## src/uartlc_regs.svh

```systemverilog
`ifndef UARTLC_REGS_SVH
`define UARTLC_REGS_SVH
// register byte addresses
`define UARTLC_ADDR_DATA 32'hffff0700
`define UARTLC_ADDR_IER 32'hffff0704
`define UARTLC_ADDR_IID 32'hffff0708
`define UARTLC_ADDR_LCR 32'hffff070c
`define UARTLC_ADDR_CON1 32'hffff0710
`define UARTLC_ADDR_STA 32'hffff0714
`define UARTLC_ADDR_FRAC 32'hffff072c
// line_format_control bit positions
`define UARTLC_DIVISOR_ACCESS_SELECT 7
`define UARTLC_BRK 6
`define UARTLC_SP 5
`define UARTLC_EPS 4
`define UARTLC_PEN 3
`define UARTLC_STOP 2
// input_select_control fields
`define UARTLC_LOOP 4
`define UARTLC_SEL_HI 7
`define UARTLC_SEL_LO 6
`define UARTLC_SEL_GPIO 2'h2
// fractional_rate_control fields
`define UARTLC_FRACTIONAL_ENABLE 15
`define UARTLC_M_HI 12
`define UARTLC_M_LO 11
`define UARTLC_N_HI 10
// serial_irq_enable bit positions
`define UARTLC_ELSI 2
`define UARTLC_ETBEI 1
`define UARTLC_ERBFI 0
// serial_irq_identity codes
`define UARTLC_IID_NONE 8'h01
`define UARTLC_IID_LINE 8'h06
`define UARTLC_IID_RXF 8'h04
`define UARTLC_IID_TXE 8'h02
// timing counts in sixteenth-bit ticks
`define UARTLC_TICK_LAST 6'h0f
`define UARTLC_TICK_HALF 6'h07
`define UARTLC_STOP_ONE_LAST 6'h0f
`define UARTLC_STOP_HALF_LAST 6'h17
`define UARTLC_STOP_TWO_LAST 6'h1f
// fixed divide by two ahead of the divisor latch
`define UARTLC_PRE_FACTOR 9'h002
`endif

```

## src/uartlc_pkg.sv

```systemverilog
package uartlc_pkg;
  // transmitter states
  typedef enum logic [2:0] {
    TX_IDLE = 3'b000,
    TX_START = 3'b001,
    TX_DATA = 3'b010,
    TX_PARITY = 3'b011,
    TX_STOP = 3'b100
  } uartlc_tx_state_type;
  // receiver states
  typedef enum logic [2:0] {
    RX_IDLE = 3'b000,
    RX_START = 3'b001,
    RX_DATA = 3'b010,
    RX_PARITY = 3'b011,
    RX_STOP = 3'b100,
    RX_WAIT_HIGH = 3'b101
  } uartlc_rx_state_type;
  // all state of the top module
  typedef struct packed {
    logic [7:0] lcr;
    logic [2:0] ier;
    logic [1:0] in_sel;
    logic loop;
    logic [15:0] div;
    logic [15:0] frac;
    logic [7:0] tx_hold;
    logic tx_holding_empty;
    logic tx_holding_empty_pend;
    uartlc_tx_state_type tx_st;
    logic [7:0] tx_shift;
    logic tx_par;
    logic [5:0] tx_tick;
    logic [2:0] tx_bit;
    logic tx_line;
    logic tx_pin;
    uartlc_rx_state_type rx_st;
    logic [5:0] rx_tick;
    logic [2:0] rx_bit;
    logic [7:0] rx_shift;
    logic rx_par;
    logic rx_zero;
    logic rx_perr;
    logic [7:0] rx_byte;
    logic dr;
    logic oe;
    logic pe;
    logic fe;
    logic bi;
    logic [15:0] rd_data;
  } uartlc_top_state_type;
  // all state of the rate generator
  typedef struct packed {
    logic [8:0] pre_cnt;
    logic [15:0] dl_cnt;
    logic [1:0] m_cnt;
    logic [10:0] acc;
    logic extra;
    logic tick;
  } uartlc_baud_state_type;
endpackage

```

## src/uartlc_top.sv

```systemverilog
// Implementation choice: strobed register access.
`include "uartlc_regs.svh"
// Functional notes
// - full-duplex serial to parallel and back
// - receive and transmit on two general pins
// - rate is clock over 2^cd*16*2*divisor
// - divisor is 16 bits, low and high bytes
// - fractional stage multiplies by m plus n/2048
// - latch access bit swaps data for divisor low
// - second address is irq enable or divisor high
// - tx byte write-only queued, rx byte read-only
// - break bit holds transmit line low unless loopback is on
// - parity enable adds and checks parity
// - even select chooses even or odd parity
// - stick parity forces bit to even select
// - stop bit: 1.5 for five bits, else 2
// - receiver checks only the first stop bit
// - word length codes give 5 to 8 bits
// - holding-empty and data-ready set and clear
// - identity reports highest pending source
// - fractional enable selects fractional divider
// - loopback forces tx high; input selector
module uartlc_top (
  // clock and reset
  input wire logic clk_sys_i,
  input wire logic reset_n_i,
  // register port
  input wire logic [31:0] reg_addr_i,
  input wire logic [15:0] reg_wdata_i,
  input wire logic reg_write_i,
  input wire logic reg_read_i,
  output logic [15:0] reg_rdata_o,
  // serial pins
  input wire logic gpio_rx_i,
  input wire logic lin_rx_i,
  output logic gpio_tx_o,
  // core clock divide setting
  input wire logic [2:0] core_clock_divide_i
);
  uartlc_pkg::uartlc_top_state_type s;
  uartlc_pkg::uartlc_top_state_type n;
  logic tick16;
  logic divisor_access_select;
  logic rx_in;
  logic tx_fully_empty;
  logic [7:0] iid_value;
  logic [2:0] last_bit;
  logic [5:0] stop_last;
  logic [7:0] tx_masked;
  logic [7:0] rx_aligned;
  logic rx_expect;
  logic tx_loaded;
  logic rx_done;

  uartlc_baud u_baud (
    .clk_sys_i(clk_sys_i),
    .reset_n_i(reset_n_i),
    .core_clock_divide_i(core_clock_divide_i),
    .divisor_value_i(s.div),
    .fractional_enable_i(s.frac[`UARTLC_FRACTIONAL_ENABLE]),
    .frac_m_i(s.frac[`UARTLC_M_HI:`UARTLC_M_LO]),
    .frac_n_i(s.frac[`UARTLC_N_HI:0]),
    .tick16_o(tick16)
  );

  // derived views of the current state
  assign divisor_access_select = s.lcr[`UARTLC_DIVISOR_ACCESS_SELECT];
  assign tx_fully_empty = s.tx_holding_empty && (s.tx_st == uartlc_pkg::TX_IDLE);
  assign last_bit = 3'h4 + {1'b0, s.lcr[1:0]};
  assign rx_aligned = s.rx_shift >> (2'h3 - s.lcr[1:0]);
  // internal loop lets software test the path while the pin idles high
  assign rx_in = s.loop ? s.tx_line :
                 (s.in_sel == `UARTLC_SEL_GPIO) ? gpio_rx_i : lin_rx_i;
  assign rx_expect = s.lcr[`UARTLC_SP] ? s.lcr[`UARTLC_EPS] :
                     (s.lcr[`UARTLC_EPS] ? s.rx_par : !s.rx_par);

  // stop length in ticks minus one
  always_comb begin
    if (!s.lcr[`UARTLC_STOP]) begin
      stop_last = `UARTLC_STOP_ONE_LAST;
    end else if (s.lcr[1:0] == 2'h0) begin
      stop_last = `UARTLC_STOP_HALF_LAST;
    end else begin
      stop_last = `UARTLC_STOP_TWO_LAST;
    end
  end

  // unused high data bits drop out of the parity sum
  always_comb begin
    case (s.lcr[1:0])
      2'h0: tx_masked = s.tx_hold & 8'h1f;
      2'h1: tx_masked = s.tx_hold & 8'h3f;
      2'h2: tx_masked = s.tx_hold & 8'h7f;
      default: tx_masked = s.tx_hold;
    endcase
  end

  // priority encoder for the identity register
  always_comb begin
    if (s.ier[`UARTLC_ELSI] && (s.oe || s.pe || s.fe)) begin
      iid_value = `UARTLC_IID_LINE;
    end else if (s.ier[`UARTLC_ERBFI] && s.dr) begin
      iid_value = `UARTLC_IID_RXF;
    end else if (s.ier[`UARTLC_ETBEI] && s.tx_holding_empty_pend) begin
      iid_value = `UARTLC_IID_TXE;
    end else begin
      iid_value = `UARTLC_IID_NONE;
    end
  end

  // next state: transmitter, then register port, then receiver
  always_comb begin
    n = s;
    n.rd_data = 16'h0000;
    tx_loaded = 1'b0;
    rx_done = 1'b0;
    // transmitter runs independently of the receiver
    if (tick16) begin
      case (s.tx_st)
        uartlc_pkg::TX_IDLE: begin
          if (!s.tx_holding_empty) begin
            n.tx_shift = s.tx_hold;
            n.tx_par = s.lcr[`UARTLC_SP] ? s.lcr[`UARTLC_EPS] :
                       (s.lcr[`UARTLC_EPS] ? ^tx_masked : ~^tx_masked);
            n.tx_holding_empty = 1'b1;
            tx_loaded = 1'b1;
            n.tx_st = uartlc_pkg::TX_START;
            n.tx_tick = 6'h00;
          end
        end
        uartlc_pkg::TX_START: begin
          n.tx_tick = s.tx_tick + 6'h01;
          if (s.tx_tick == `UARTLC_TICK_LAST) begin
            n.tx_tick = 6'h00;
            n.tx_bit = 3'h0;
            n.tx_st = uartlc_pkg::TX_DATA;
          end
        end
        uartlc_pkg::TX_DATA: begin
          n.tx_tick = s.tx_tick + 6'h01;
          if (s.tx_tick == `UARTLC_TICK_LAST) begin
            n.tx_tick = 6'h00;
            n.tx_shift = {1'b0, s.tx_shift[7:1]}; // lsb first
            n.tx_bit = s.tx_bit + 3'h1;
            if (s.tx_bit == last_bit) begin
              n.tx_st = s.lcr[`UARTLC_PEN] ? uartlc_pkg::TX_PARITY :
                        uartlc_pkg::TX_STOP;
            end
          end
        end
        uartlc_pkg::TX_PARITY: begin
          n.tx_tick = s.tx_tick + 6'h01;
          if (s.tx_tick == `UARTLC_TICK_LAST) begin
            n.tx_tick = 6'h00;
            n.tx_st = uartlc_pkg::TX_STOP;
          end
        end
        uartlc_pkg::TX_STOP: begin
          n.tx_tick = s.tx_tick + 6'h01;
          if (s.tx_tick >= stop_last) begin
            n.tx_tick = 6'h00;
            n.tx_st = uartlc_pkg::TX_IDLE;
          end
        end
        default: begin
          n.tx_st = uartlc_pkg::TX_IDLE;
        end
      endcase
    end
    // serial level before break and loopback forcing
    case (n.tx_st)
      uartlc_pkg::TX_START: n.tx_line = 1'b0;
      uartlc_pkg::TX_DATA: n.tx_line = n.tx_shift[0];
      uartlc_pkg::TX_PARITY: n.tx_line = n.tx_par;
      default: n.tx_line = 1'b1;
    endcase

    // register writes; a data write after a load keeps the new byte
    if (reg_write_i) begin
      case (reg_addr_i)
        `UARTLC_ADDR_DATA: begin
          if (divisor_access_select) begin
            n.div[7:0] = reg_wdata_i[7:0];
          end else begin
            n.tx_hold = reg_wdata_i[7:0];
            n.tx_holding_empty = 1'b0;
            n.tx_holding_empty_pend = 1'b0;
          end
        end
        `UARTLC_ADDR_IER: begin
          if (divisor_access_select) begin
            n.div[15:8] = reg_wdata_i[7:0];
          end else begin
            n.ier = reg_wdata_i[2:0];
          end
        end
        `UARTLC_ADDR_LCR: n.lcr = reg_wdata_i[7:0];
        `UARTLC_ADDR_CON1: begin
          n.in_sel = reg_wdata_i[`UARTLC_SEL_HI:`UARTLC_SEL_LO];
          n.loop = reg_wdata_i[`UARTLC_LOOP];
        end
        `UARTLC_ADDR_FRAC: n.frac = reg_wdata_i;
        default: begin
        end
      endcase
    end

    // register reads and their clearing side effects
    if (reg_read_i) begin
      case (reg_addr_i)
        `UARTLC_ADDR_DATA: begin
          if (divisor_access_select) begin
            n.rd_data = {8'h00, s.div[7:0]};
          end else begin
            n.rd_data = {8'h00, s.rx_byte};
            n.dr = 1'b0;
          end
        end
        `UARTLC_ADDR_IER: n.rd_data = divisor_access_select ? {8'h00, s.div[15:8]} : {13'h0000, s.ier};
        `UARTLC_ADDR_IID: begin
          n.rd_data = {8'h00, iid_value};
          if (iid_value == `UARTLC_IID_TXE) begin
            n.tx_holding_empty_pend = 1'b0;
          end
        end
        `UARTLC_ADDR_LCR: n.rd_data = {8'h00, s.lcr};
        `UARTLC_ADDR_CON1: n.rd_data = {8'h00, s.in_sel, 1'b0, s.loop, 4'h0};
        `UARTLC_ADDR_STA: begin
          n.rd_data = {8'h00, 1'b0, tx_fully_empty, s.tx_holding_empty, s.bi, s.fe, s.pe, s.oe, s.dr};
          n.bi = 1'b0;
          n.fe = 1'b0;
          n.pe = 1'b0;
          n.oe = 1'b0;
        end
        `UARTLC_ADDR_FRAC: n.rd_data = s.frac;
        default: n.rd_data = 16'h0000;
      endcase
    end
    // a new empty event outranks an identity read in the same cycle
    if (tx_loaded && n.tx_holding_empty) begin
      n.tx_holding_empty_pend = 1'b1;
    end

    // receiver: hardware sets are applied last so they win over clears
    if (tick16) begin
      case (s.rx_st)
        uartlc_pkg::RX_IDLE: begin
          if (!rx_in) begin
            n.rx_st = uartlc_pkg::RX_START;
            n.rx_tick = 6'h00;
          end
        end
        uartlc_pkg::RX_START: begin
          n.rx_tick = s.rx_tick + 6'h01;
          if (s.rx_tick == `UARTLC_TICK_HALF) begin
            // a glitch shorter than half a bit is not a start
            n.rx_st = rx_in ? uartlc_pkg::RX_IDLE : uartlc_pkg::RX_DATA;
            n.rx_tick = 6'h00;
            n.rx_bit = 3'h0;
            n.rx_par = 1'b0;
            n.rx_zero = 1'b1;
          end
        end
        uartlc_pkg::RX_DATA: begin
          n.rx_tick = s.rx_tick + 6'h01;
          if (s.rx_tick == `UARTLC_TICK_LAST) begin
            n.rx_tick = 6'h00;
            n.rx_shift = {rx_in, s.rx_shift[7:1]};
            n.rx_par = s.rx_par ^ rx_in;
            n.rx_zero = s.rx_zero && !rx_in;
            n.rx_bit = s.rx_bit + 3'h1;
            if (s.rx_bit == last_bit) begin
              n.rx_st = s.lcr[`UARTLC_PEN] ? uartlc_pkg::RX_PARITY :
                        uartlc_pkg::RX_STOP;
              n.rx_perr = 1'b0;
            end
          end
        end
        uartlc_pkg::RX_PARITY: begin
          n.rx_tick = s.rx_tick + 6'h01;
          if (s.rx_tick == `UARTLC_TICK_LAST) begin
            n.rx_tick = 6'h00;
            n.rx_perr = (rx_in != rx_expect);
            n.rx_zero = s.rx_zero && !rx_in;
            n.rx_st = uartlc_pkg::RX_STOP;
          end
        end
        uartlc_pkg::RX_STOP: begin
          n.rx_tick = s.rx_tick + 6'h01;
          if (s.rx_tick == `UARTLC_TICK_LAST) begin
            // only the first stop bit is looked at
            rx_done = 1'b1;
            n.rx_byte = rx_aligned;
            // a same-cycle data read is no overrun, a same-cycle status read clears first
            n.oe = n.oe || n.dr;
            n.dr = 1'b1;
            n.fe = n.fe || !rx_in;
            n.pe = n.pe || s.rx_perr;
            n.bi = n.bi || (s.rx_zero && !rx_in);
            n.rx_tick = 6'h00;
            // a held-low line must rise before the next start is sought
            n.rx_st = rx_in ? uartlc_pkg::RX_IDLE : uartlc_pkg::RX_WAIT_HIGH;
          end
        end
        uartlc_pkg::RX_WAIT_HIGH: begin
          if (rx_in) begin
            n.rx_st = uartlc_pkg::RX_IDLE;
          end
        end
        default: begin
          n.rx_st = uartlc_pkg::RX_IDLE;
        end
      endcase
    end

    // pin forcing uses the settings that take effect this edge
    if (n.loop) begin
      n.tx_pin = 1'b1;
    end else if (n.lcr[`UARTLC_BRK]) begin
      n.tx_pin = 1'b0;
    end else begin
      n.tx_pin = n.tx_line;
    end
  end

  // state register
  always_ff @(posedge clk_sys_i or negedge reset_n_i) begin
    if (!reset_n_i) begin
      s <= '0;
      s.tx_holding_empty <= 1'b1;
      s.tx_line <= 1'b1;
      s.tx_pin <= 1'b1;
    end else begin
      s <= n;
    end
  end

  assign reg_rdata_o = s.rd_data;
  assign gpio_tx_o = s.tx_pin;

  // ticks spent in the stop state, for checking only
  logic [5:0] chk_stop_ticks;
  always_ff @(posedge clk_sys_i or negedge reset_n_i) begin
    if (!reset_n_i) begin
      chk_stop_ticks <= 6'h00;
    end else if (s.tx_st != uartlc_pkg::TX_STOP) begin
      chk_stop_ticks <= 6'h00;
    end else if (tick16) begin
      chk_stop_ticks <= chk_stop_ticks + 6'h01;
    end
  end
endmodule // uartlc_top

```

## src/uartlc_baud.sv

```systemverilog
`include "uartlc_regs.svh"
module uartlc_baud (
  // clock and reset
  input wire logic clk_sys_i,
  input wire logic reset_n_i,
  // rate settings
  input wire logic [2:0] core_clock_divide_i,
  input wire logic [15:0] divisor_value_i,
  input wire logic fractional_enable_i,
  input wire logic [1:0] frac_m_i,
  input wire logic [10:0] frac_n_i,
  // sixteen-times bit rate enable
  output logic tick16_o
);
  uartlc_pkg::uartlc_baud_state_type s;
  uartlc_pkg::uartlc_baud_state_type n;
  logic [8:0] pre_last;
  logic [15:0] dl_last;
  logic [1:0] m_last;
  logic [11:0] acc_sum;

  // prescale by 2^cd * 2, then divisor, then optional m + n/2048 stage
  always_comb begin
    n = s;
    n.tick = 1'b0;
    pre_last = (`UARTLC_PRE_FACTOR << core_clock_divide_i) - 9'h001;
    // a zero divisor or zero m would stall the line, so they act as one
    dl_last = (divisor_value_i == 16'h0000) ? 16'h0000 : divisor_value_i - 16'h0001;
    m_last = (frac_m_i == 2'h0) ? 2'h0 : frac_m_i - 2'h1;
    acc_sum = {1'b0, s.acc} + {1'b0, frac_n_i};
    if (s.pre_cnt >= pre_last) begin
      n.pre_cnt = 9'h000;
      if (s.dl_cnt >= dl_last) begin
        n.dl_cnt = 16'h0000;
        if (!fractional_enable_i) begin
          n.tick = 1'b1;
        end else if (s.extra) begin
          n.extra = 1'b0; // stretch by one divisor period on carry
        end else if (s.m_cnt >= m_last) begin
          n.m_cnt = 2'h0;
          n.tick = 1'b1;
          n.acc = acc_sum[10:0];
          n.extra = acc_sum[11];
        end else begin
          n.m_cnt = s.m_cnt + 2'h1;
        end
      end else begin
        n.dl_cnt = s.dl_cnt + 16'h0001;
      end
    end else begin
      n.pre_cnt = s.pre_cnt + 9'h001;
    end
  end

  // state register
  always_ff @(posedge clk_sys_i or negedge reset_n_i) begin
    if (!reset_n_i) begin
      s <= '0;
    end else begin
      s <= n;
    end
  end

  assign tick16_o = s.tick;
endmodule // uartlc_baud

```

## config.mk

```make
export PLATFORM = sky130hd
export DESIGN_NAME = uartlc_top
export DESIGN_NICKNAME = d
export VERILOG_FILES = /design/src/uartlc_pkg.sv /design/src/uartlc_top.sv /design/src/uartlc_baud.sv
export VERILOG_INCLUDE_DIRS = /design/src
export SDC_FILE = /design/constraint.sdc
export NUM_CORES = 1
export LEC_CHECK = 0
export ABC_CLOCK_PERIOD_IN_PS = 2750
export BUFFER_PORTS_ARGS = -buffer_cell sky130_fd_sc_hd__buf_2
export CAP_MARGIN = 25
export CORE_UTILIZATION = 55
export DETAILED_ROUTE_END_ITERATION = 10
export PLACE_DENSITY = 0.87
export SYNTH_ARGS = -nofsm -noshare
export SYNTH_HDL_FRONTEND = slang
export SYNTH_HIERARCHICAL = 1
export SYNTH_SLANG_ARGS = --single-unit
```

## constraint.sdc

```tcl
create_clock -name clk_sys_i -period 2.75 [get_ports clk_sys_i]
set_input_delay 0.4125 -clock clk_sys_i [delete_from_list [all_inputs] [get_ports clk_sys_i]]
set_output_delay 0.4125 -clock clk_sys_i [all_outputs]
set_load 0.03 [all_outputs]
```

==> results.md, run 1 <==
* Relative slew slack at 0.588
* I/O pin cnt at 74
* Number of max-cap violations at 0
* Static Leak at 5.70 nW
* Inserted Diodes at 0
* Worst-path maximum fanout at 5
* Number of nets with antenna violations after routing at 0
* Average cell area after synthesis at 9.90 um2
* Critical path capture point type: register
* Sum of overflow across all layers after global routing at 0
* Full die area at 18900 um2
* Switch share at 0.305
* Pre-Repair DR Iteration Count at 6
* Weighted congestion at the end of routability-driven global placement at 0.973
* Area after DPL at 11000 um2
* Final TNS setup at -9.70 ns
* Post-layout instance area at 11900 um2
* DRT Wirelength at 25600 um
* Top FF cell, synth: dfrtp_1
* Asr flop ratio synth at 1.00
* H-tree levels at 4
* Area Overhead vs Synth at 17.3%
* DPL Wire Length at 17700 um
* Total number of clock tree sinks at 171
* Via count of the first global-routing pass at 8148
* Clock slew seen by the registers of the worst setup and hold paths at 0.07 ns
* Avg WL per Cell at 18.6 um
* Final count of pins violating max slew at 0
* Period utilisation layout at 1.15
* Post-Synthesis Cell Area at 10100 um2
* Worst-Margin Slew at 0.618 ns
* Die width at 138 um
* Clock network power share at 0.370
* Setup repair after global routing missed its margin: true
* Hold violation count in the final report at 0
* Setup Viol. Count Final at 31
* Net switching power figure at 0.00187 W
* Clock skew at 0.00842 ns
* Sequential cell area at 4280 um2
* Vias per inst at 6.08
* Gate power share at 0.166
* Vias post-DR at 8372
* Max Buffers Root-to-Sink at 2
* Seq pwr share at 0.464
* Standard-cell rows at 49
* Type of the worst setup path: register to register
* Cell-internal power at 0.00427 W
* CTS Root Buffer Type: clkbuf_16
* Fmax at 316 MHz
* Final nets at 1241
* Kind of launch point of the worst setup path: register
* Most common cell after layout, fill and taps aside: dfrtp_1
* Fillcell total at 1298
* Post-synthesis cell count at 1022
* Count of synthesis-stage warnings from yosys at 6
* Global-route wire length before repair at 40800 um
* Antenna violations before repair at 1
* Minimum period implied by the final worst setup slack at 3.17 ns
* Violated checks: setup timing
* Data required time at the worst endpoint at 3.08 ns
* Global-route total usage across every layer at 0.281
* Die boundary height at 138 um
* Insertion delay to the later sink of the worst-skew pair at 0.44 ns
* Pin count of the biggest net entering global routing at 65
* Worst Hold Class: primary input to register
* Starting density of the core at 0.562
* Number of remaining DRC errors at 0
* Fraction of layout instances using a drive strength above 1 at 0.274
* Count of buffers from port buffering at 73
* Clock tree from TritonCTS: done
* Result of the run: finished, violations left
* Worst vdd ir at 603 uV
* Post-synthesis sequential area ratio at 0.423
* Commonest cells after routing, fill and taps aside: dfrtp_1 (168), nand2_1 (97), nor2_1 (72), buf_2 (72)
* Power Dens Cells at 518 nW/um2
* Distinct cell type count after synthesis at 90
* Number of CTS-inserted buffers at 17
* Post-synth EDFFs at 0
* Signal arrival time at the worst endpoint at 3.49 ns
* Footprint of the multi-input gates at 5620 um2
* Total nets after synthesis at 1128
* Number of DRC violations after detailed-routing iteration 0 at 570
* Final worst-path setup slack at -0.417 ns
* Area inside the core boundary at 18000 um2
* Flop and latch count out of synthesis at 171
==> critical path, stage by stage (launching register included) <==
cell and delay (ns):
dfrtp_1 0.39, nor4_2 0.27, buf_4 0.18, nand2_2 0.10, nor4_4 0.23, xor2_1 0.18, nand2_1 0.07, ha_1 0.28
a21oi_1 0.16, o21ai_0 0.15, a21oi_1 0.25, o21ai_2 0.10, nand4_1 0.11, buf_6 0.13, clkbuf_16 0.14, mux2_2 0.32
==> kinds of logic after synthesis <==
family	synth area share
compound gates	0.132
other cells	0.000371
xor+xnor	0.0446
buf+inv	0.0409
flops	0.423
fa+ha+maj	0.0613
mux	0.112
simple gates	0.186
==> state kept, by name, summed over array words and instances, names as in the netlist <==
| name | flops |
|---|---|
| divisor_access_select | 1 |
| gpio_tx_o | 1 |
| reg_rdata_o | 16 |
| s | 113 |
| u_baud/s | 39 |
| u_baud/tick16_o | 1 |
==> Yosys cell counts, drive strengths merged (17+ instances only) <==
cell type  instances  area [um2]
dfrtp            168        4200
nor3              26         146
buf               29         195
xor2              17         149
mux2              81         950
xnor2             32         280
nor2b             18         120
a21oi             47         239
clkbuf            23        87.6
nor2              81         309
ha                48         601
mux2i             18         180
inv               35         131
o21ai             68         344
nand2            103         397
and3              21         131
nand3             29         145
==> metal layers <==
metal  routed length (um)  track usage
met5                    0            0
met4                  939        0.134
met3                 1480       0.0545
met2                12600        0.477
met1                10600        0.342
==> final cells by class <==
cell class / count / share of cell area
Inverter: 35 / 0.0111
Multi-Input combinational cell: 765 / 0.474
Sequential cell: 171 / 0.361
Clock inverter: 14 / 0.00938
Clock buffer: 18 / 0.0370
Tap cell: 229 / 0.0241
Timing Repair Buffer: 145 / 0.0836
==> power groups by stage <==
stage               clock [W]  sequential (W)  combinational [W]
floorplan                   0         0.00279           0.000709
global placement            0         0.00288           0.000912
detailed placement          0         0.00289           0.000956
CTS                   0.00229         0.00284            0.00101
global route          0.00240         0.00287            0.00115
finish                0.00227         0.00285            0.00102
==> path summary, 6_finish.rpt <==
check,slack [ns],cells after the start,to,from
worst max-delay path,-0.42,15,u_baud/s[2],s[106]
worst min-delay path,0.20,2,s[94],reg_wdata_i[9]
worst max register to register,-0.42,15,u_baud/s[2],s[106]
worst min register to register,0.49,2,s[25],s[25]
max in group asynchronous,1.38,3,gpio_tx_o,reset_n_i
min in group asynchronous,0.52,2,u_baud/s[34],reset_n_i
==> stage by stage <==
stage / power, W / std cells / utilization / hold slack [ns] / worst slack, ns
final: 0.00614 / 1377 / 0.658 / 0.203 / -0.417
after global routing: 0.00642 / 1377 / 0.658 / 0.203 / -0.643
after CTS: 0.00614 / 1373 / 0.654 / 0.196 / -0.231
after detailed placement: 0.00384 / 1333 / 0.613 / 0.443 / -0.466
after global placement: 0.00380 / 1333 / 0.613 / 0.437 / -0.371
after floorplan: 0.00350 / 1022 / - / 0.117 / -0.197
==> what timing repair did <==
action / CTS / global route
setup buffers: 5 / 3
pin swaps: 23 / 3
cloned: 2 / 1
endpoints found under the hold margin: 59 / 0
gates resized for setup: 44 / 5
hold buffers: 1 / 0
endpoints found under the setup margin: 31 / 31
No activity file was read; power rests on OpenSTA's default activity.
==> inputs of run 2 (changes only) <==
--- a/config.mk
+++ b/config.mk
@@ -7,7 +7,7 @@
 export NUM_CORES = 1
 export LEC_CHECK = 0
 export ABC_CLOCK_PERIOD_IN_PS = 2750
-export BUFFER_PORTS_ARGS = -buffer_cell sky130_fd_sc_hd__buf_2
+export BUFFER_PORTS_ARGS = -buffer_cell sky130_fd_sc_hd__clkbuf_2
 export CAP_MARGIN = 25
 export CORE_UTILIZATION = 55
 export DETAILED_ROUTE_END_ITERATION = 10
==> results.md, run 2 (synthesis gave the netlist of run 1 again) <==
* Power Dens Cells at 520 nW/um2
* Number of DRC violations after detailed-routing iteration 0 at 634
* Area inside the core boundary at 18000 um2
* Worst-path maximum fanout at 5
* Kind of launch point of the worst setup path: register
* Type of the worst setup path: register to register
* Standard-cell rows at 49
* Final TNS setup at -10.48 ns
* Depth of the most critical reg-to-reg path at 16
* Fraction of layout instances using a drive strength above 1 at 0.279
* Die boundary height at 138 um
* Area Overhead vs Synth at 18.1%
* Data required time at the worst endpoint at 3.08 ns
* Number of CTS-inserted buffers at 17
* Worst-case hold path end point: s[94]
* Number of nets with antenna violations after routing at 0
* Setup Viol. Count Final at 31
* Commonest cells after routing, fill and taps aside: dfrtp_1 (168), nand2_1 (91), nor2_1 (74)
* Flop-to-flop setup slack at -0.46 ns
* Insertion delay to the later sink of the worst-skew pair at 0.44 ns
* Number of remaining DRC errors at 0
* Pre-Repair DR Iteration Count at 5
* Clock skew at 0.0162 ns
* Maximum cell stage delay along the critical path at 0.41 ns
* Final nets at 1242
* Crit-path most repeated cell: nand2_2
* Count of buffers from port buffering at 73
* Period utilisation layout at 1.17
* Clock tree from TritonCTS: done
* Clock slew seen by the registers of the worst setup and hold paths at 0.07 ns
* Final worst-path setup slack at -0.455 ns
* Hold-critical path depth at 2
* Number of flip-flops under the largest register name at 113
* Reg-to-Reg End: u_baud/s[9]
* Static Leak at 5.71 nW
* Vias post-DR at 8428
* Global-route total usage across every layer at 0.281
* DRT Wirelength at 26800 um
* Vias per inst at 6.12
* Weighted congestion at the end of routability-driven global placement at 0.982
* Starting density of the core at 0.562
* Setup repair after global routing missed its margin: true
* Total number of clock tree sinks at 171
* Worst Hold Class: primary input to register
* Global-route wire length before repair at 40600 um
* Final count of pins violating max slew at 0
* Most common cell after layout, fill and taps aside: dfrtp_1
* Max Buffers Root-to-Sink at 2
* Worst vdd ir at 627 uV
* CTS Root Buffer Type: clkbuf_16
* Die width at 138 um
* DPL Wire Length at 17900 um
* Full die area at 18900 um2
* Register containing the most flip-flops in the final layout: s
* Worst-Margin Slew at 0.637 ns
* Violated checks: setup timing
* Via count of the first global-routing pass at 8236
* Minimum period implied by the final worst setup slack at 3.21 ns
* Startpoint of the lowest-slack register-to-register path: s[107]
* Sum of overflow across all layers after global routing at 0
* Signal arrival time at the worst endpoint at 3.53 ns
* Relative slew slack at 0.573
* Worst slack after detailed placement at -0.445 ns
* Pin count of the biggest net entering global routing at 55
* Critical path capture point type: register
* H-tree levels at 4
* I/O pin cnt at 74
* Highest-delay cell along the critical path: dfrtp_1
* Final core utilization at 0.663
* Result of the run: finished, violations left
* Series of cell instances along the critical path: nor4_4 > nand2b_1 > buf_4 > nor2_4 > nand2_2 > xnor2_2 > nand2_2 > ha_4 > nand2_2 > nor2_4 > nand2_2 > o21ai_2 > nand4_1 > buf_6 > clkbuf_16 > mux2_4
* Fmax at 312 MHz
* Critical hold path startpoint: reg_wdata_i[9]
* Avg WL per Cell at 19.5 um
* Inserted Diodes at 0
* Hold violation count in the final report at 0
* Number of max-cap violations at 0
* Antenna violations before repair at 0
run 2: cell types whose count changed in the layout (fill, tap and decap cells not counted), moves of 4 or more:
cell	delta
buf_4	+4
inv_6	-4
nand2_1	-6
buf_2	-71
clkbuf_2	+72
buf_6	-4
run 2: through the flow:
| stage | std cells | hold slack, ns | cell area [um2] | power, W |
|---|---|---|---|---|
| after floorplan | 1022 | 0.117 | 10200 | 0.00350 |
| after detailed placement | 1333 | 0.400 | 11100 | 0.00385 |
| final | 1378 | 0.214 | 12000 | 0.00622 |
| after CTS | 1371 | 0.204 | 11700 | 0.00622 |
| after global placement | 1333 | 0.401 | 11100 | 0.00381 |
| after global routing | 1378 | 0.203 | 12000 | 0.00650 |
run 2: worst max path at each step:
stage | startpoint | endpoint | cells after the start
2_1_floorplan | core_clock_divide_i[2] | u_baud/s[10] | 13
6_report | s[107] | u_baud/s[9] | 16
4_1_cts | s[104] | u_baud/s[6] | 14
3_5_place_dp | core_clock_divide_i[2] | u_baud/s[2] | 13
5_1_grt | s[104] | u_baud/s[6] | 15
3_3_place_gp | core_clock_divide_i[2] | u_baud/s[2] | 13
run 2: cell type report:
cell class	count	area, um2
Sequential cell	171	4280
Clock inverter	11	115
Multi-Input combinational cell	764	5670
Clock buffer	21	460
Fill cell	1316	6070
Timing Repair Buffer	147	1000
Tap cell	229	287
Inverter	35	131
run 2: repair_timing:
item | in CTS | in global routing
hold endpoints to repair | 48 | 0
setup buffers | 4 | 6
resized for setup | 13 | 36
pin swaps | 0 | 20
hold buffers | 1 | 0
setup endpoints to repair | 30 | 31
gates cloned | 1 | 1
run 2: routing by layer:
metal	part of all wire	global-route usage	up-vias
li1	-	-	3898
met1	0.41	0.336	4089
met2	0.50	0.478	347
met3	0.057	0.0659	94
met4	0.038	0.129	0
met5	0	0	-
run 2: power breakdown:
part | leakage, nW | internal, W | switching [W]
combinational | 3.11 | 0.000419 | 0.000581
clock | 0.280 | 0.00131 | 0.00106
sequential | 2.32 | 0.00264 | 0.000202
run 2: worst max-delay path, delay by kind of cell, from the launching register on:
family / cells / cell delay [ns]
adders and majority gates: 1 / 0.29
muxes: 1 / 0.29
xor gates and xnor gates: 1 / 0.21
and+or+nand+nor: 9 / 1.20
AOI/OAI and AO/OA: 1 / 0.18
buffers and inverters: 3 / 0.50
DFF: 1 / 0.41
==> inputs of run 3 (changes only) <==
--- a/config.mk
+++ b/config.mk
@@ -6,12 +6,14 @@
 export SDC_FILE = /design/constraint.sdc
 export NUM_CORES = 1
 export LEC_CHECK = 0
-export ABC_CLOCK_PERIOD_IN_PS = 2750
+export ABC_CLOCK_PERIOD_IN_PS = 3050
 export BUFFER_PORTS_ARGS = -buffer_cell sky130_fd_sc_hd__clkbuf_2
 export CAP_MARGIN = 25
-export CORE_UTILIZATION = 55
+export CORE_UTILIZATION = 60
 export DETAILED_ROUTE_END_ITERATION = 10
-export PLACE_DENSITY = 0.87
+export MAX_ROUTING_LAYER = met4
+export PLACE_DENSITY = 0.89
+export REMOVE_ABC_BUFFERS = 1
 export SYNTH_ARGS = -nofsm -noshare
 export SYNTH_HDL_FRONTEND = slang
 export SYNTH_HIERARCHICAL = 1
==> constraint.sdc (replaced) <==
create_clock -name clk_sys_i -period 3.05 [get_ports clk_sys_i]
set_input_delay 0.4575 -clock clk_sys_i [delete_from_list [all_inputs] [get_ports clk_sys_i]]
set_output_delay 0.4575 -clock clk_sys_i [all_outputs]
set_load 0.03 [all_outputs]
==> results.md, run 3 (synthesis gave the netlist of run 1 again) <==
* Count of buffers from port buffering at 73
* Area inside the core boundary at 16500 um2
* Number of flip-flops under the largest register name at 113
* Number of nets with antenna violations after routing at 0
* Final count of pins violating max slew at 0
* Fmax at 307 MHz
* Fraction of layout instances using a drive strength above 1 at 0.258
* Series of cell instances along the critical path: nor4_2 > buf_4 > buf_6 > nand2_4 > buf_4 > nor3_1 > xor2_1 > nand2_1 > ha_1 > a21oi_2 > o21ai_1 > a21oi_2 > o21ai_4 > buf_4 > buf_6 > nand3_1 > mux2_2
* Worst vdd ir at 423 uV
* I/O pin cnt at 74
* Final TNS setup at -2.90 ns
* Power Dens Cells at 466 nW/um2
* Period utilisation layout at 1.07
* Result of the run: finished, violations left
* Sum of met3 wire segment lengths after detailed routing at 1950 um
* Total number of clock tree sinks at 171
* Standard-cell rows at 47
* Insertion delay to the later sink of the worst-skew pair at 0.44 ns
* Worst-Margin Slew at 0.671 ns
* Global-route wire length before repair at 41400 um
* Placed Cells incl. Taps at 1317
* Register containing the most flip-flops in the final layout: s
* Startpoint of the lowest-slack register-to-register path: s[103]
* Highest-delay cell along the critical path: dfrtp_1
* Die width at 132 um
* Family of cells with the greatest summed delay on the critical path: simple AND/OR/NAND/NOR gates
* Minimum period implied by the final worst setup slack at 3.26 ns
* Number of remaining DRC errors at 0
* Clock skew at 0.0120 ns
* Starting density of the core at 0.612
* Data required time at the worst endpoint at 3.37 ns
* Number of max-cap violations at 0
* Number of CTS-inserted buffers at 17
* Wire length on met2 at 12800 um
* Worst-path maximum fanout at 6
* Final cell count without fillers at 1357
* Topmost layer with routed signal wires: met4
* Die boundary height at 132 um
* Pre-Repair DR Iteration Count at 8
* Area Overhead vs Synth at 15.6%
* Routed length on met1 at 10500 um
* Kind of launch point of the worst setup path: register
* Worst setup startpoint: s[103]
* Vias post-DR at 8622
* Maximum cell stage delay along the critical path at 0.40 ns
* Global-route total usage across every layer at 0.308
* Pin count of the biggest net entering global routing at 73
* Setup repair after global routing missed its margin: true
* Signal arrival time at the worst endpoint at 3.57 ns
* Antenna violations before repair at 0
* DRT Wirelength at 26500 um
* Max Buffers Root-to-Sink at 2
* Weighted congestion at the end of routability-driven global placement at 0.955
* Crit path buffers/inverters at 5
* H-tree levels at 4
* Final nets at 1229
* Type of the worst setup path: register to register
* Worst slack after detailed placement at -0.252 ns
* Clock tree from TritonCTS: done
* Full die area at 17400 um2
* Number of DRC violations after detailed-routing iteration 0 at 788
* Crit-path most repeated cell: buf_4
* Hold violation count in the final report at 0
* Final worst-path setup slack at -0.206 ns
* Setup Viol. Count Final at 29
* Clock slew seen by the registers of the worst setup and hold paths at 0.06 ns
* Critical path capture point type: register
* Commonest cells after routing, fill and taps aside: dfrtp_1 (168), nand2_1 (97), nor2_1 (77)
* Violated checks: setup timing
* Via count of the first global-routing pass at 8420
* Sum of overflow across all layers after global routing at 0
* CTS Root Buffer Type: clkbuf_16
* Static Leak at 5.60 nW
* Avg WL per Cell at 19.6 um
* Vias per inst at 6.35
* Most common cell after layout, fill and taps aside: dfrtp_1
* Worst Hold Class: primary input to async pin
* Fillcell total at 1101
* DPL Wire Length at 17900 um
* Relative slew slack at 0.553
==> run 3: stage by stage <==
stage / instance area, um2 / power, W / hold WS, ns / util
finish: 11700 / 0.00545 / 0.0307 / 0.708
global route: 11700 / 0.00569 / 0.0725 / 0.708
CTS: 11500 / 0.00544 / 0.0581 / 0.696
detailed placement: 10900 / 0.00348 / 0.472 / 0.661
global placement: 10900 / 0.00344 / 0.455 / 0.661
floorplan: 9840 / 0.00310 / 0.162 / -
==> run 3: final timing paths <==
kind | end | slack [ns] | depth (start not counted)
worst max-delay path | u_baud/s[1] | -0.21 | 17
worst min register to register | s[42] | 0.49 | 1
max in group asynchronous | s[45] | 2.23 | 2
min in group clk_sys_i | s[96] | 0.26 | 2
worst max register to register | u_baud/s[1] | -0.21 | 17
worst min-delay path | u_baud/s[9] | 0.03 | 1
==> run 3: what timing repair did <==
action / 4_1_cts / 5_1_grt
setup buffers: 1 / 4
setup endpoints to repair: 23 / 29
pin swaps: 1 / 14
hold buffers: 0 / 0
endpoints found under the hold margin: 0 / 0
resized for setup: 6 / 36
gates cloned: 0 / 2
==> run 3: worst register-to-register path, delay by kind of cell (launching register included) <==
family,cells,cell delay (ns)
AO/OA/AOI/OAI,4,0.52
adder cells (fa/ha/maj),1,0.19
buffers and inverters,5,0.72
AND/OR/NAND/NOR,5,0.76
flip-flops,1,0.40
multiplexers,1,0.33
XOR/XNOR,1,0.22
==> run 3: layer usage <==
layer / track usage / up-vias
met5: - / -
met4: 0.154 / 0
met3: 0.0600 / 134
met2: 0.495 / 442
met1: 0.372 / 4183
li1: - / 3863
==> run 3: power by group <==
group / switching [W] / leakage [nW] / total (W) / internal (W)
Combinational: 0.000513 / 3.03 / 0.000895 / 0.000383
Clock: 0.000902 / 0.245 / 0.00198 / 0.00108
Sequential: 0.000190 / 2.32 / 0.00258 / 0.00239
Total: 0.00161 / 5.60 / 0.00545 / 0.00385
==> run 3: layout make-up <==
type                            count  area, um2  share of cell area
Inverter                           35        131              0.0112
Antenna cell                        1       2.50            0.000214
Multi-Input combinational cell    764       5570               0.476
Clock buffer                       22        464              0.0397
Clock inverter                     10       68.8             0.00588
Timing Repair Buffer              134        900              0.0769
Sequential cell                   171       4280               0.366
Tap cell                          220        275              0.0235
